===== src/inc/flash_sp_pkg.sv =====
// shared constants for the flash self-programming controller and its core end
package flash_sp_pkg;
  // clock rate and programming time window
  localparam int CLK_MHZ = 20; // clk_sys in MHz
  localparam int PROG_MIN_US = 3700; // least programming time, 3.7 ms in us
  localparam int PROG_MAX_US = 4500; // longest programming time, 4.5 ms in us
  localparam int PROG_MIN_CYC = PROG_MIN_US * CLK_MHZ; // least time, whole cycles
  localparam int PROG_MAX_CYC = PROG_MAX_US * CLK_MHZ; // longest time, whole cycles
  // address geometry
  localparam int PC_W = 13; // program counter width
  localparam int Z_W = 16; // pointer width
  localparam int PAGE_W = 7; // page select width
  localparam int WORD_W = 6; // word-in-page select width
  localparam int Z_WORD_LO = 1; // pointer bit of the lowest word select bit
  localparam int Z_PAGE_LO = 7; // pointer bit of the lowest page select bit
  localparam int Z_PAGE_HI = 13; // pointer bit of the highest page select bit
  localparam logic [PAGE_W-1:0] RWW_PAGES = 7'h70; // 112 pages below the no-read-while-write area
  localparam logic [13:0] FLASH_WORDS = 14'h2000; // words of flash
  localparam logic [13:0] BOOT_MIN_WORDS = 14'h0080; // boot size for fuse code 11
  // control register bits
  localparam int CB_ENABLE = 0;
  localparam int CB_ERASE = 1;
  localparam int CB_WRITE = 2;
  localparam int CB_LOCK = 3;
  localparam int CB_REEN = 4;
  localparam int CB_BUSY = 6;
  localparam logic [7:0] CTRL_RESET = 8'h00;
  localparam logic [7:0] CTRL_WR_MASK = 8'h1f; // software-writable bits
  // command patterns on control bits 5..0
  localparam logic [5:0] OP_FILL = 6'h01;
  localparam logic [5:0] OP_ERASE = 6'h03;
  localparam logic [5:0] OP_WRITE = 6'h05;
  localparam logic [5:0] OP_LOCK = 6'h09;
  localparam logic [5:0] OP_REEN = 6'h11;
  localparam logic [2:0] SPM_WIN = 3'h4; // cycles in which the store must follow
  localparam logic [7:0] BLOCKED_BYTE = 8'hff; // value read from a blocked region
  // core-end register map, byte offsets
  localparam logic [7:0] REG_CMD = 8'h00;
  localparam logic [7:0] REG_ZPTR = 8'h04;
  localparam logic [7:0] REG_DATA = 8'h08;
  localparam logic [7:0] REG_LPM = 8'h0c;
  localparam logic [7:0] REG_STATUS = 8'h10;
  localparam logic [7:0] REG_MASK = 8'h14;
  localparam logic [7:0] REG_CTRL = 8'h18;
  localparam int ST_OPDONE = 0; // enable flag fell
  localparam int ST_LPMDONE = 1; // program-memory byte arrived
  localparam int ST_W = 2;
endpackage


===== src/inc/flash_sp_if.sv =====
// link between the processor core end and the self-programming controller
`timescale 1ns/1ns
interface flash_sp_if;
  import flash_sp_pkg::*;
  logic ctrlWr; // one-cycle write of the control register
  logic [7:0] ctrlWdata; // control value written
  logic [7:0] ctrlRdata; // live control register contents
  logic spmStb; // one-cycle store-program-memory operation
  logic lpmStb; // one-cycle load-program-memory operation
  logic [Z_W-1:0] zPtr; // pointer for the operation
  logic [15:0] spmData; // word for the page buffer, high byte first register
  logic [7:0] lpmData; // byte read from program memory
  logic lpmValid; // one-cycle pulse, lpmData valid
  modport device (input ctrlWr, ctrlWdata, spmStb, lpmStb, zPtr, spmData,
                  output ctrlRdata, lpmData, lpmValid);
  modport core (output ctrlWr, ctrlWdata, spmStb, lpmStb, zPtr, spmData,
                input ctrlRdata, lpmData, lpmValid);
endinterface


===== src/rtl/prog_timer.sv =====
// countdown that times one flash programming operation
`timescale 1ns/1ns
module prog_timer
  import flash_sp_pkg::*;
#(
  parameter int CYCLES = PROG_MIN_CYC
) (
  input wire logic clk_sys,
  input wire logic sys_rst,
  input wire logic start,
  output logic busy,
  output logic done
);
  localparam int CW = $clog2(CYCLES + 1);
  typedef struct packed {
    logic [CW-1:0] cnt; // cycles left
  } tmr_s;
  tmr_s st_r;
  tmr_s st_nxt;

  // load on start, count down to zero
  always_comb begin
    st_nxt = st_r;
    if (start) begin
      st_nxt.cnt = CW'(CYCLES);
    end else if (st_r.cnt != '0) begin
      st_nxt.cnt = st_r.cnt - 1'b1;
    end
  end

  // state register
  always_ff @(posedge clk_sys) begin
    if (sys_rst) begin
      st_r <= '0;
    end else begin
      st_r <= st_nxt;
    end
  end

  assign busy = (st_r.cnt != '0);
  assign done = (st_r.cnt == CW'(1)); // last cycle of the count
endmodule // prog_timer


===== src/rtl/flash_sp_ctrl.sv =====
// device end: self-programming sequencer for the on-chip program flash
`timescale 1ns/1ns
module flash_sp_ctrl
  import flash_sp_pkg::*;
#(
  parameter int PROG_CYCLES = PROG_MIN_CYC
) (
  input wire logic clk_sys,
  input wire logic sys_rst,
  flash_sp_if.device bus,
  input wire logic [1:0] bootSizeFuse,
  input wire logic eepromWritePending,
  output logic [PC_W-1:0] flashRdAddr,
  input wire logic [15:0] flashRdWord,
  output logic pageErase,
  output logic pageWrite,
  output logic lockWrite,
  output logic [PAGE_W-1:0] pageSel,
  output logic bufWrite,
  output logic [WORD_W-1:0] bufWordSel,
  output logic [15:0] bufData,
  output logic [7:0] lockData,
  output logic progBusy,
  output logic rwRegionReadBlock,
  output logic [PC_W-1:0] bootResetAddr,
  output logic [PC_W-1:0] appEndAddr
);
  typedef struct packed {
    logic [7:0] ctrl; // control register incl. busy flag
    logic [2:0] win; // cycles left for the store
    logic flashOp; // a timed erase or write is running
    logic lockOp; // a timed lock write is running
    logic [1:0] fuseMeta; // fuse synchroniser first stage
    logic [1:0] fuse; // fuse synchroniser second stage
    logic [PC_W-1:0] rdAddr; // word address of the pending read
    logic rdByte; // byte select of the pending read
    logic rdPend; // read waiting for the flash word
    logic [7:0] lpmData; // byte returned to the core
    logic lpmValid; // byte strobe
    logic [PAGE_W-1:0] pageSel;
    logic [WORD_W-1:0] wordSel;
    logic [15:0] bufData;
    logic [7:0] lockData;
    logic bufWr;
    logic eraseStb;
    logic writeStb;
    logic lockStb;
    logic [PC_W-1:0] bootStart;
  } dev_s;
  dev_s st_r;
  dev_s st_nxt;

  logic tmrDone; // last cycle of programming time
  logic tmrStart;
  logic [13:0] bootWords; // boot section size in words
  logic [13:0] bootStartWide;
  logic [15:0] zLive; // pointer with ignored bits cleared

  assign tmrStart = st_r.eraseStb | st_r.writeStb | st_r.lockStb;

  // times every erase, page write and lock write
  prog_timer #(.CYCLES(PROG_CYCLES)) u_timer (
    .clk_sys(clk_sys),
    .sys_rst(sys_rst),
    .start(tmrStart),
    .busy(),
    .done(tmrDone)
  );

  // boot size doubles per fuse code step down from 11
  always_comb begin
    bootWords = BOOT_MIN_WORDS << (2'h3 - st_r.fuse);
    bootStartWide = FLASH_WORDS - bootWords;
    zLive = {2'h0, bus.zPtr[13:0]};
  end

  // sequencer next state
  always_comb begin
    st_nxt = st_r;
    st_nxt.fuseMeta = bootSizeFuse;
    st_nxt.fuse = st_r.fuseMeta;
    st_nxt.bootStart = bootStartWide[PC_W-1:0];
    st_nxt.bufWr = 1'b0;
    st_nxt.eraseStb = 1'b0;
    st_nxt.writeStb = 1'b0;
    st_nxt.lockStb = 1'b0;
    st_nxt.lpmValid = 1'b0;
    // store window runs down
    if (st_r.win != 3'h0) begin
      st_nxt.win = st_r.win - 3'h1;
      if (st_r.win == 3'h1) begin
        st_nxt.ctrl[5:0] = 6'h00;
      end
    end
    // control write, ignored while a command is still open
    if (bus.ctrlWr && !st_r.ctrl[CB_ENABLE]) begin
      st_nxt.ctrl[5:0] = bus.ctrlWdata[5:0] & CTRL_WR_MASK[5:0];
      st_nxt.win = bus.ctrlWdata[CB_ENABLE] ? SPM_WIN : 3'h0;
    end else if (bus.spmStb && st_r.win != 3'h0) begin
      st_nxt.win = 3'h0;
      st_nxt.ctrl[5:0] = 6'h00;
      if (eepromWritePending) begin
        // command dropped, flash untouched
        st_nxt.ctrl[5:0] = 6'h00;
      end else begin
        unique case (st_r.ctrl[5:0])
          OP_FILL: begin
            st_nxt.wordSel = zLive[Z_PAGE_LO-1:Z_WORD_LO];
            st_nxt.bufData = bus.spmData;
            st_nxt.bufWr = 1'b1;
          end
          OP_ERASE, OP_WRITE: begin
            st_nxt.pageSel = zLive[Z_PAGE_HI:Z_PAGE_LO];
            st_nxt.eraseStb = (st_r.ctrl[5:0] == OP_ERASE);
            st_nxt.writeStb = (st_r.ctrl[5:0] == OP_WRITE);
            st_nxt.flashOp = 1'b1;
            st_nxt.ctrl[5:0] = st_r.ctrl[5:0];
            st_nxt.ctrl[CB_BUSY] = 1'b1;
          end
          OP_LOCK: begin
            st_nxt.lockData = bus.spmData[7:0];
            st_nxt.lockStb = 1'b1;
            st_nxt.lockOp = 1'b1;
            st_nxt.ctrl[5:0] = st_r.ctrl[5:0];
          end
          OP_REEN: begin
            // re-enable only once programming has finished
            if (!st_r.flashOp) begin
              st_nxt.ctrl[CB_BUSY] = 1'b0;
            end
          end
          default: begin
            st_nxt.ctrl[5:0] = 6'h00;
          end
        endcase
      end
    end
    // timed operation over: release the enable flag
    if (tmrDone) begin
      st_nxt.ctrl[5:0] = 6'h00;
      st_nxt.flashOp = 1'b0;
      st_nxt.lockOp = 1'b0;
    end
    // program-memory read, two cycles
    if (bus.lpmStb) begin
      st_nxt.rdAddr = zLive[PC_W:1];
      st_nxt.rdByte = zLive[0];
      st_nxt.rdPend = 1'b1;
    end else begin
      st_nxt.rdPend = 1'b0;
    end
    if (st_r.rdPend) begin
      st_nxt.lpmValid = 1'b1;
      if (st_r.flashOp && st_r.rdAddr[PC_W-1:WORD_W] < RWW_PAGES) begin
        st_nxt.lpmData = BLOCKED_BYTE;
      end else begin
        st_nxt.lpmData = st_r.rdByte ? flashRdWord[15:8] : flashRdWord[7:0];
      end
    end
  end

  // state register
  always_ff @(posedge clk_sys) begin
    if (sys_rst) begin
      st_r <= '0;
      st_r.ctrl <= CTRL_RESET;
      // synchroniser starts at code 11 so the boot vector does not jump after reset
      st_r.fuseMeta <= 2'h3;
      st_r.fuse <= 2'h3;
      st_r.bootStart <= FLASH_WORDS[PC_W-1:0] - BOOT_MIN_WORDS[PC_W-1:0];
    end else begin
      st_r <= st_nxt;
    end
  end

  // outputs from flip-flops; progBusy and appEndAddr through logic after them
  assign bus.ctrlRdata = st_r.ctrl;
  assign bus.lpmData = st_r.lpmData;
  assign bus.lpmValid = st_r.lpmValid;
  assign flashRdAddr = st_r.rdAddr;
  assign pageErase = st_r.eraseStb;
  assign pageWrite = st_r.writeStb;
  assign lockWrite = st_r.lockStb;
  assign pageSel = st_r.pageSel;
  assign bufWrite = st_r.bufWr;
  assign bufWordSel = st_r.wordSel;
  assign bufData = st_r.bufData;
  assign lockData = st_r.lockData;
  assign progBusy = st_r.flashOp | st_r.lockOp;
  assign rwRegionReadBlock = st_r.flashOp;
  assign bootResetAddr = st_r.bootStart;
  assign appEndAddr = st_r.bootStart - 13'h0001;
endmodule // flash_sp_ctrl


===== src/flat_wrapper.sv =====
// flat-port wrapper written by rule: the top's interface ports become plain ports
module flash_sp_ctrl_flat import flash_sp_pkg::*;
#(
  parameter int PROG_CYCLES = PROG_MIN_CYC
)
  (clk_sys, sys_rst, bootSizeFuse, eepromWritePending, flashRdAddr, flashRdWord, pageErase, pageWrite, lockWrite, pageSel, bufWrite, bufWordSel, bufData, lockData, progBusy, rwRegionReadBlock, bootResetAddr, appEndAddr, bus_ctrlWr, bus_ctrlWdata, bus_spmStb, bus_lpmStb, bus_zPtr, bus_spmData, bus_ctrlRdata, bus_lpmData, bus_lpmValid);
  flash_sp_if bus_i ();
  input wire logic clk_sys;
  input wire logic sys_rst;
  input wire logic [1:0] bootSizeFuse;
  input wire logic eepromWritePending;
  output logic [PC_W-1:0] flashRdAddr;
  input wire logic [15:0] flashRdWord;
  output logic pageErase;
  output logic pageWrite;
  output logic lockWrite;
  output logic [PAGE_W-1:0] pageSel;
  output logic bufWrite;
  output logic [WORD_W-1:0] bufWordSel;
  output logic [15:0] bufData;
  output logic [7:0] lockData;
  output logic progBusy;
  output logic rwRegionReadBlock;
  output logic [PC_W-1:0] bootResetAddr;
  output logic [PC_W-1:0] appEndAddr;
  input wire logic [$bits(bus_i.ctrlWr)-1:0] bus_ctrlWr;
  input wire logic [$bits(bus_i.ctrlWdata)-1:0] bus_ctrlWdata;
  input wire logic [$bits(bus_i.spmStb)-1:0] bus_spmStb;
  input wire logic [$bits(bus_i.lpmStb)-1:0] bus_lpmStb;
  input wire logic [$bits(bus_i.zPtr)-1:0] bus_zPtr;
  input wire logic [$bits(bus_i.spmData)-1:0] bus_spmData;
  output wire logic [$bits(bus_i.ctrlRdata)-1:0] bus_ctrlRdata;
  output wire logic [$bits(bus_i.lpmData)-1:0] bus_lpmData;
  output wire logic [$bits(bus_i.lpmValid)-1:0] bus_lpmValid;
  assign bus_i.ctrlWr = bus_ctrlWr;
  assign bus_i.ctrlWdata = bus_ctrlWdata;
  assign bus_i.spmStb = bus_spmStb;
  assign bus_i.lpmStb = bus_lpmStb;
  assign bus_i.zPtr = bus_zPtr;
  assign bus_i.spmData = bus_spmData;
  assign bus_ctrlRdata = bus_i.ctrlRdata;
  assign bus_lpmData = bus_i.lpmData;
  assign bus_lpmValid = bus_i.lpmValid;
  flash_sp_ctrl #(.PROG_CYCLES(PROG_CYCLES)) u_core (.clk_sys(clk_sys), .sys_rst(sys_rst), .bus(bus_i), .bootSizeFuse(bootSizeFuse), .eepromWritePending(eepromWritePending), .flashRdAddr(flashRdAddr), .flashRdWord(flashRdWord), .pageErase(pageErase), .pageWrite(pageWrite), .lockWrite(lockWrite), .pageSel(pageSel), .bufWrite(bufWrite), .bufWordSel(bufWordSel), .bufData(bufData), .lockData(lockData), .progBusy(progBusy), .rwRegionReadBlock(rwRegionReadBlock), .bootResetAddr(bootResetAddr), .appEndAddr(appEndAddr));
endmodule

===== config.mk =====
export PLATFORM = sky130hd
export DESIGN_NAME = flash_sp_ctrl_flat
export DESIGN_NICKNAME = d
export VERILOG_FILES = /design/src/inc/flash_sp_pkg.sv /design/src/inc/flash_sp_if.sv /design/src/rtl/prog_timer.sv /design/src/rtl/flash_sp_ctrl.sv /design/src/flat_wrapper.sv
export SDC_FILE = /design/constraint.sdc
export NUM_CORES = 1
export LEC_CHECK = 0
export ABC_AREA = 1
export BUFFER_PORTS_ARGS = -buffer_cell sky130_fd_sc_hd__buf_2
export CORE_UTILIZATION = 51
export DETAILED_ROUTE_END_ITERATION = 10
export PLACE_DENSITY = 0.8
export SYNTH_ARGS = -nofsm -noshare
export SYNTH_HDL_FRONTEND = slang
export SYNTH_HIERARCHICAL = 1
export SYNTH_SLANG_ARGS = --single-unit

===== constraint.sdc =====
create_clock -name clk_sys -period 1.6 [get_ports clk_sys]
set_input_delay 0.16 -clock clk_sys [delete_from_list [all_inputs] [get_ports clk_sys]]
set_output_delay 0.16 -clock clk_sys [all_outputs]
set_load 0.02 [all_outputs]

==> impl_metrics.toml, run 1 <==
[run_status]
status = "finished, final reports clean"

[power_and_ir_drop]
fin_total_pwr_mw = 8.323
power.leakage_nw = 2.788
intPower_mw = 4.909
p_sw_share_pct = 41.01
ir_drop_mv = 0.6736
seqPwrFrac_pct = 38.7
clock_power_share_pct = 20.1
p_switching_mw = 3.413
p_per_area_nw_per_um2 = 1478
combPwrFrac_pct = 41.2

[cells_and_area]
area_growth_pct = 11.80
drive_above_1_share_pct = 30.52
fin_nets = 814
num_antenna_cells = 0
final_core_util_pct = 59.81

[critical_path]
cpPeakStageDelay_ns = 0.35
slowest_stage = "dfxtp_2"
worst_ep_arrival_time_ns = 1.40
required_ns = 1.44
critical_path.top_delay_family = "flip-flops"
cp_num_cells = 5
crit_path_start_kind = "flop"
r2r_slack_ns = 0.09
critPathMaxFanout = 4
worstSetupEndpointType = "output port"
crit_chain = "nor2_1 -> nand2_1 -> nor3_2 -> xor2_1 -> buf_4"
cp_num_buf_inv = 1
reg2reg_depth = 9
worstSetupPathType = "flop to output port"

[global_route]
grt_pass1_wl_um = 17530
grt.overflow.total = 0
antenna_found_initial = 0
grt.total_usage_pct = 21.58
grt_max_degree = 58
grt_pass1_vias = 3962

[clock_network]
cts-buffers-inserted = 9
clkTransAtPathRegs_ns = 0.11
clockBufferDepth = 2
cts-root-buf = "clkbuf_8"
htree_levels = 3
tritoncts = "built"
clk_latency_ns = 0.36
cts_sinks = 103

[yosys]
netlist.top_cell.by_area = "dfxtp_1"
synthCells = 662
synth.most_common_cell = "nor2_1"
synth_top_area_share_pct = 40.93
synth.cell_area_um2 = 5037
synthFlopType = "dfxtp_1"
ys_types = 34
synth_edf_count = 0
synth_area_leaders = "dfxtp_1 41%, buf_4 13%, nor2_1 10%"
synth.avg_cell_area_um2 = 7.609
ys_warn_count = 6
ys_async_sr_fraction_pct = 0
seq_area_frac_synth_pct = 40.93
synth-seq-cells = 103
synth_commonest_cells = "140 x nor2_1, 103 x dfxtp_1, 88 x buf_4"

[die]
fp.dieW_um = 101.4
die_h_um = 101.4
fp.dieArea_um2 = 10280
coreArea_um2 = 9415
ios = 163
rows = 35
start_util_pct = 53.50

[timing]
worst_slew_pin_slew_ns = 0.5050
max_clock_freq_ghz = 0.6410
finalCritPeriodShare_pct = 97.50
final.setup.tns_ns = 0
hold_viol = 0
finalSetupViolations = 0
fin_skew_ns = 0.01259
slew_violations = 0
min_period_ns = 1.560
worst_hold_slack_ns = 0.01034
rsz0062_at_grt = "yes"
timing.slew.headroom_pct = 66.29

[route]
first_iter_violations = 125
finalWirelength_um = 11110
antenna_left = 0
wl_per_cell_um = 12.68
vias = 4259
via_per_inst = 4.862
route.detailed.drc = 0
dr.pass1.iters = 5

[placement]
dpl.hpwl_um = 8392
place.gp.congestion = 0.8580
port-buffer-count = 141

[hold_path]
hold_class = "input pin to flop"
hold-path-cell-count = 3

[flow_run]
maxCapViolations = 0
[worst paths after layout]
| check | end | start |
|---|---|---|
| min | u_core/bufData[11]$_SDFFE_PP0P_ | bus_spmData[11] |
| min reg2reg | u_core/st_r[78]$_SDFF_PP1_ | u_core/st_nxt[78]$_SDFF_PP1_ |
| max reg2reg | u_core/bufData[10]$_SDFFE_PP0P_ | u_core/st_r[84]$_SDFFE_PP0P_ |
| max | appEndAddr[12] | u_core/bootResetAddr[9]$_SDFF_PP1_ |
[what timing repair did]
action	in CTS	in global routing
pin swaps	2	1
hold endpoints to repair	2	0
hold buffers	2	0
endpoints found under the setup margin	30	44
gates resized for setup	6	12
cloned	1	0
buffers inserted	2	0
[power groups by stage]
| stage | logic, mW | registers, mW | clock network, mW |
|---|---|---|---|
| 2_1_floorplan | 2.84 | 3.19 | 0 |
| 3_3_place_gp | 3.17 | 3.25 | 0 |
| 3_5_place_dp | 3.31 | 3.27 | 0 |
| 4_1_cts | 3.35 | 3.21 | 1.71 |
| 5_1_grt | 3.82 | 3.26 | 1.81 |
| 6_report | 3.42 | 3.22 | 1.67 |
[state kept, by name, summed over array words and instances (netlist names), 2 cells and up]
signal	count
u_core/u_timer/st_r	17
u_core/bufData	16
u_core/flashRdAddr	13
u_core/bus.lpmData	8
u_core/lockData	8
u_core/st_r	8
u_core/pageSel	7
u_core/bootResetAddr	6
u_core/bufWordSel	6
u_core/bus.ctrlRdata	6
u_core/st_nxt	2
[area by class of cell]
class                      count  area, µm²
clock inverter                 6      76.32
timing repair buffer         158      884.6
multi-input combinational    426       2148
clock buffer                  10      127.6
tap                          129      161.4
sequential                   103       2066
inverter                      44      167.7
fill                         884       3784
[metrics by stage]
step | std cells | worst slack, ns | instance area [µm²]
floorplan | 678 | 0.1304 | 5097
global placement | 855 | -0.03114 | 5314
detailed placement | 855 | -0.1316 | 5314
CTS | 876 | 0.007354 | 5588
global route | 876 | -0.02752 | 5632
finish | 876 | 0.03994 | 5632
[kinds of logic after synthesis]
family / Yosys count / synth area share, %
AND/OR/NAND/NOR: 290 / 25.91
buffers and inverters: 149 / 18.48
flip-flops: 103 / 40.93
AO/OA/AOI/OAI: 95 / 9.936
XOR/XNOR: 15 / 2.608
adder cells (fa/ha/maj): 8 / 1.987
other: 2 / 0.1491
[worst min-delay path: cells and delay by family]
kind | cells | cell delay (ns)
and+or+nand+nor | 2 | 0.11
buffers and inverters | 1 | 0.07
[metal layers]
layer | track usage (%) | part of all wire [%] | vias to the layer above
met3 | 4.831 | 5.6 | 23
met4 | 8.919 | 2.1 | 0
met5 | 0 | 0 | -
met1 | 24.60 | 43 | 1945
li1 | - | - | 2146
met2 | 38.88 | 50 | 145
[layout by cell type, fill, tap and decap left out, types with 4 or more instances in the layout]
master,n
clkbuf_8,9
ha_1,7
dfxtp_1,100
nor2_4,8
buf_4,13
nand3_1,22
inv_1,34
conb_1,18
nor2_1,138
nand2_2,11
buf_2,139
or2_2,6
a31oi_1,8
nand2_1,80
nor2_2,8
inv_2,6
o21ai_1,28
xor2_1,11
o21ai_0,27
nand2_4,4
a21oi_1,29
(Power assumes the default switching activity.)
==> run 2: changes to the inputs <==
--- a/config.mk
+++ b/config.mk
@@ -9,6 +9,7 @@
 export BUFFER_PORTS_ARGS = -buffer_cell sky130_fd_sc_hd__buf_2
 export CORE_UTILIZATION = 51
 export DETAILED_ROUTE_END_ITERATION = 10
+export MAX_ROUTING_LAYER = met4
 export PLACE_DENSITY = 0.8
 export SYNTH_ARGS = -nofsm -noshare
 export SYNTH_HDL_FRONTEND = slang
==> constraint.sdc (replaced) <==
create_clock -name clk_sys -period 1.6 [get_ports clk_sys]
set_input_delay 0.16 -clock clk_sys [delete_from_list [all_inputs] [get_ports clk_sys]]
set_output_delay 0.16 -clock clk_sys [all_outputs]
set_load 0.1 [all_outputs]
==> impl_metrics.toml, run 2 (synthesis results as in run 1) <==
[critical_path]
required_ns = 1.44
worstSetupPathType = "flop to output port"
cpPeakStageDelay_ns = 0.35
cp_num_buf_inv = 1
crit_chain = "nor2_4 -> nand2_4 -> nor3_4 -> xor2_4 -> buf_12"
critPathMaxFanout = 3
critical_path.top_delay_family = "simple AND/OR/NAND/NOR gates"
slowest_stage = "dfxtp_2"
worstSetupEndpointType = "output port"
worst_ep_arrival_time_ns = 1.48
crit_path_start_kind = "flop"

[timing]
min_period_ns = 1.644
timing.slew.headroom_pct = 65.14
worst_slew_pin_slew_ns = 0.5223
finalSetupViolations = 2
fin_skew_ns = 0.01730
final.setup.tns_ns = -0.05435
worst_hold_slack_ns = 0.01191
hold_viol = 0
max_clock_freq_ghz = 0.6081
setup_ws_ns = -0.04442
slew_violations = 0
rsz0062_at_grt = "yes"
finalCritPeriodShare_pct = 102.8

[global_route]
grt_max_degree = 58
antenna_found_initial = 0
grt_pass1_vias = 4039
grt.total_usage_pct = 22.94
grt.overflow.total = 0
grt_pass1_wl_um = 18170

[cells_and_area]
drive_above_1_share_pct = 32.85
largest_reg_flops = 17
final_cells = 881
layout_commonest_cell = "nor2_1"
fin_area_um2 = 5924
final_cell_mix = "138 x nor2_1, 136 x buf_2, 95 x dfxtp_1, 77 x nand2_1, 32 x inv_1"
num_antenna_cells = 0
nFillCells = 826
fin_nets = 819
top_register = "u_core/u_timer/st_r"
area_growth_pct = 17.61
final_core_util_pct = 62.92

[flow_run]
maxCapViolations = 0

[die]
coreArea_um2 = 9415
ios = 163
die_h_um = 101.4
start_util_pct = 53.50
fp.dieArea_um2 = 10280
fp.dieW_um = 101.4
rows = 35

[route]
first_iter_violations = 173
finalWirelength_um = 11530
wl_per_cell_um = 13.08
dr.pass1.iters = 4
route.detailed.drc = 0
via_per_inst = 4.906
antenna_left = 0
vias = 4322

[clock_network]
clkTransAtPathRegs_ns = 0.11
htree_levels = 3
clk_latency_ns = 0.37
clockBufferDepth = 2
cts-root-buf = "clkbuf_8"
cts_sinks = 103
cts-buffers-inserted = 9
tritoncts = "built"

[power_and_ir_drop]
ir_drop_mv = 0.9820
p_per_area_nw_per_um2 = 1617
power.leakage_nw = 2.917
fin_total_pwr_mw = 9.577

[placement]
port-buffer-count = 141
placed_cell_area_um2 = 5527
placedCellCount = 860
place_ws_ns = -0.02787
dpl.hpwl_um = 8566
place.gp.congestion = 0.8857

[run_status]
status = "finished, violations left"
violations = "negative setup slack"

[hold_path]
hold_class = "input pin to flop"
run 2: cell type report:
class	count	area, µm²	share of cell area, %
flip-flops and latches	103	2072	34.97
repair buffers	163	1017	17.17
multi-input cells	426	2268	38.29
well taps	129	161.4	2.724
inverters	44	177.7	2.999
clock inverters	6	100.1	1.690
clock buffers	10	127.6	2.154
run 2: timing repair:
| item | in CTS | in global routing |
|---|---|---|
| pin swaps | 8 | 6 |
| setup buffers | 1 | 1 |
| setup endpoints to repair | 27 | 39 |
| cloned | 0 | 1 |
| hold endpoints to repair | 2 | 0 |
| hold buffers | 2 | 0 |
| gates resized for setup | 11 | 13 |
run 2: per-layer routing:
layer	GRT usage [%]	part of all wire, %	vias to the layer above
met1	25.94	42	1992
met5	-	0	-
met4	7.023	1.4	0
met3	4.693	6.3	15
met2	40.61	50	155
li1	-	-	2160
run 2: worst register-to-register path: cells and delay by family, from the launching register on:
kind                     cells  cell delay [ns]
AO/OA/AOI/OAI                2             0.26
buffers and inverters        3             0.34
flip-flops                   1             0.33
adder cells (fa/ha/maj)      1             0.18
AND/OR/NAND/NOR              3             0.33
run 2: worst paths after layout:
kind	slack (ns)	end	cells after the start	from
worst max-delay path	-0.04	appEndAddr[12]	5	u_core/bootResetAddr[8]$_SDFF_PP1_
worst min register to register	0.42	u_core/st_r[78]$_SDFF_PP1_	1	u_core/st_nxt[78]$_SDFF_PP1_
worst max register to register	0.13	u_core/bufData[1]$_SDFFE_PP0P_	9	u_core/st_r[84]$_SDFFE_PP0P_
worst min-delay path	0.01	u_core/bufData[9]$_SDFFE_PP0P_	3	bus_spmData[9]
run 2: power breakdown:
part | internal, mW | switching (mW)
sequential | 2.91 | 0.314
combinational | 1.38 | 3.12
clock | 0.914 | 0.945
total | 5.20 | 4.38
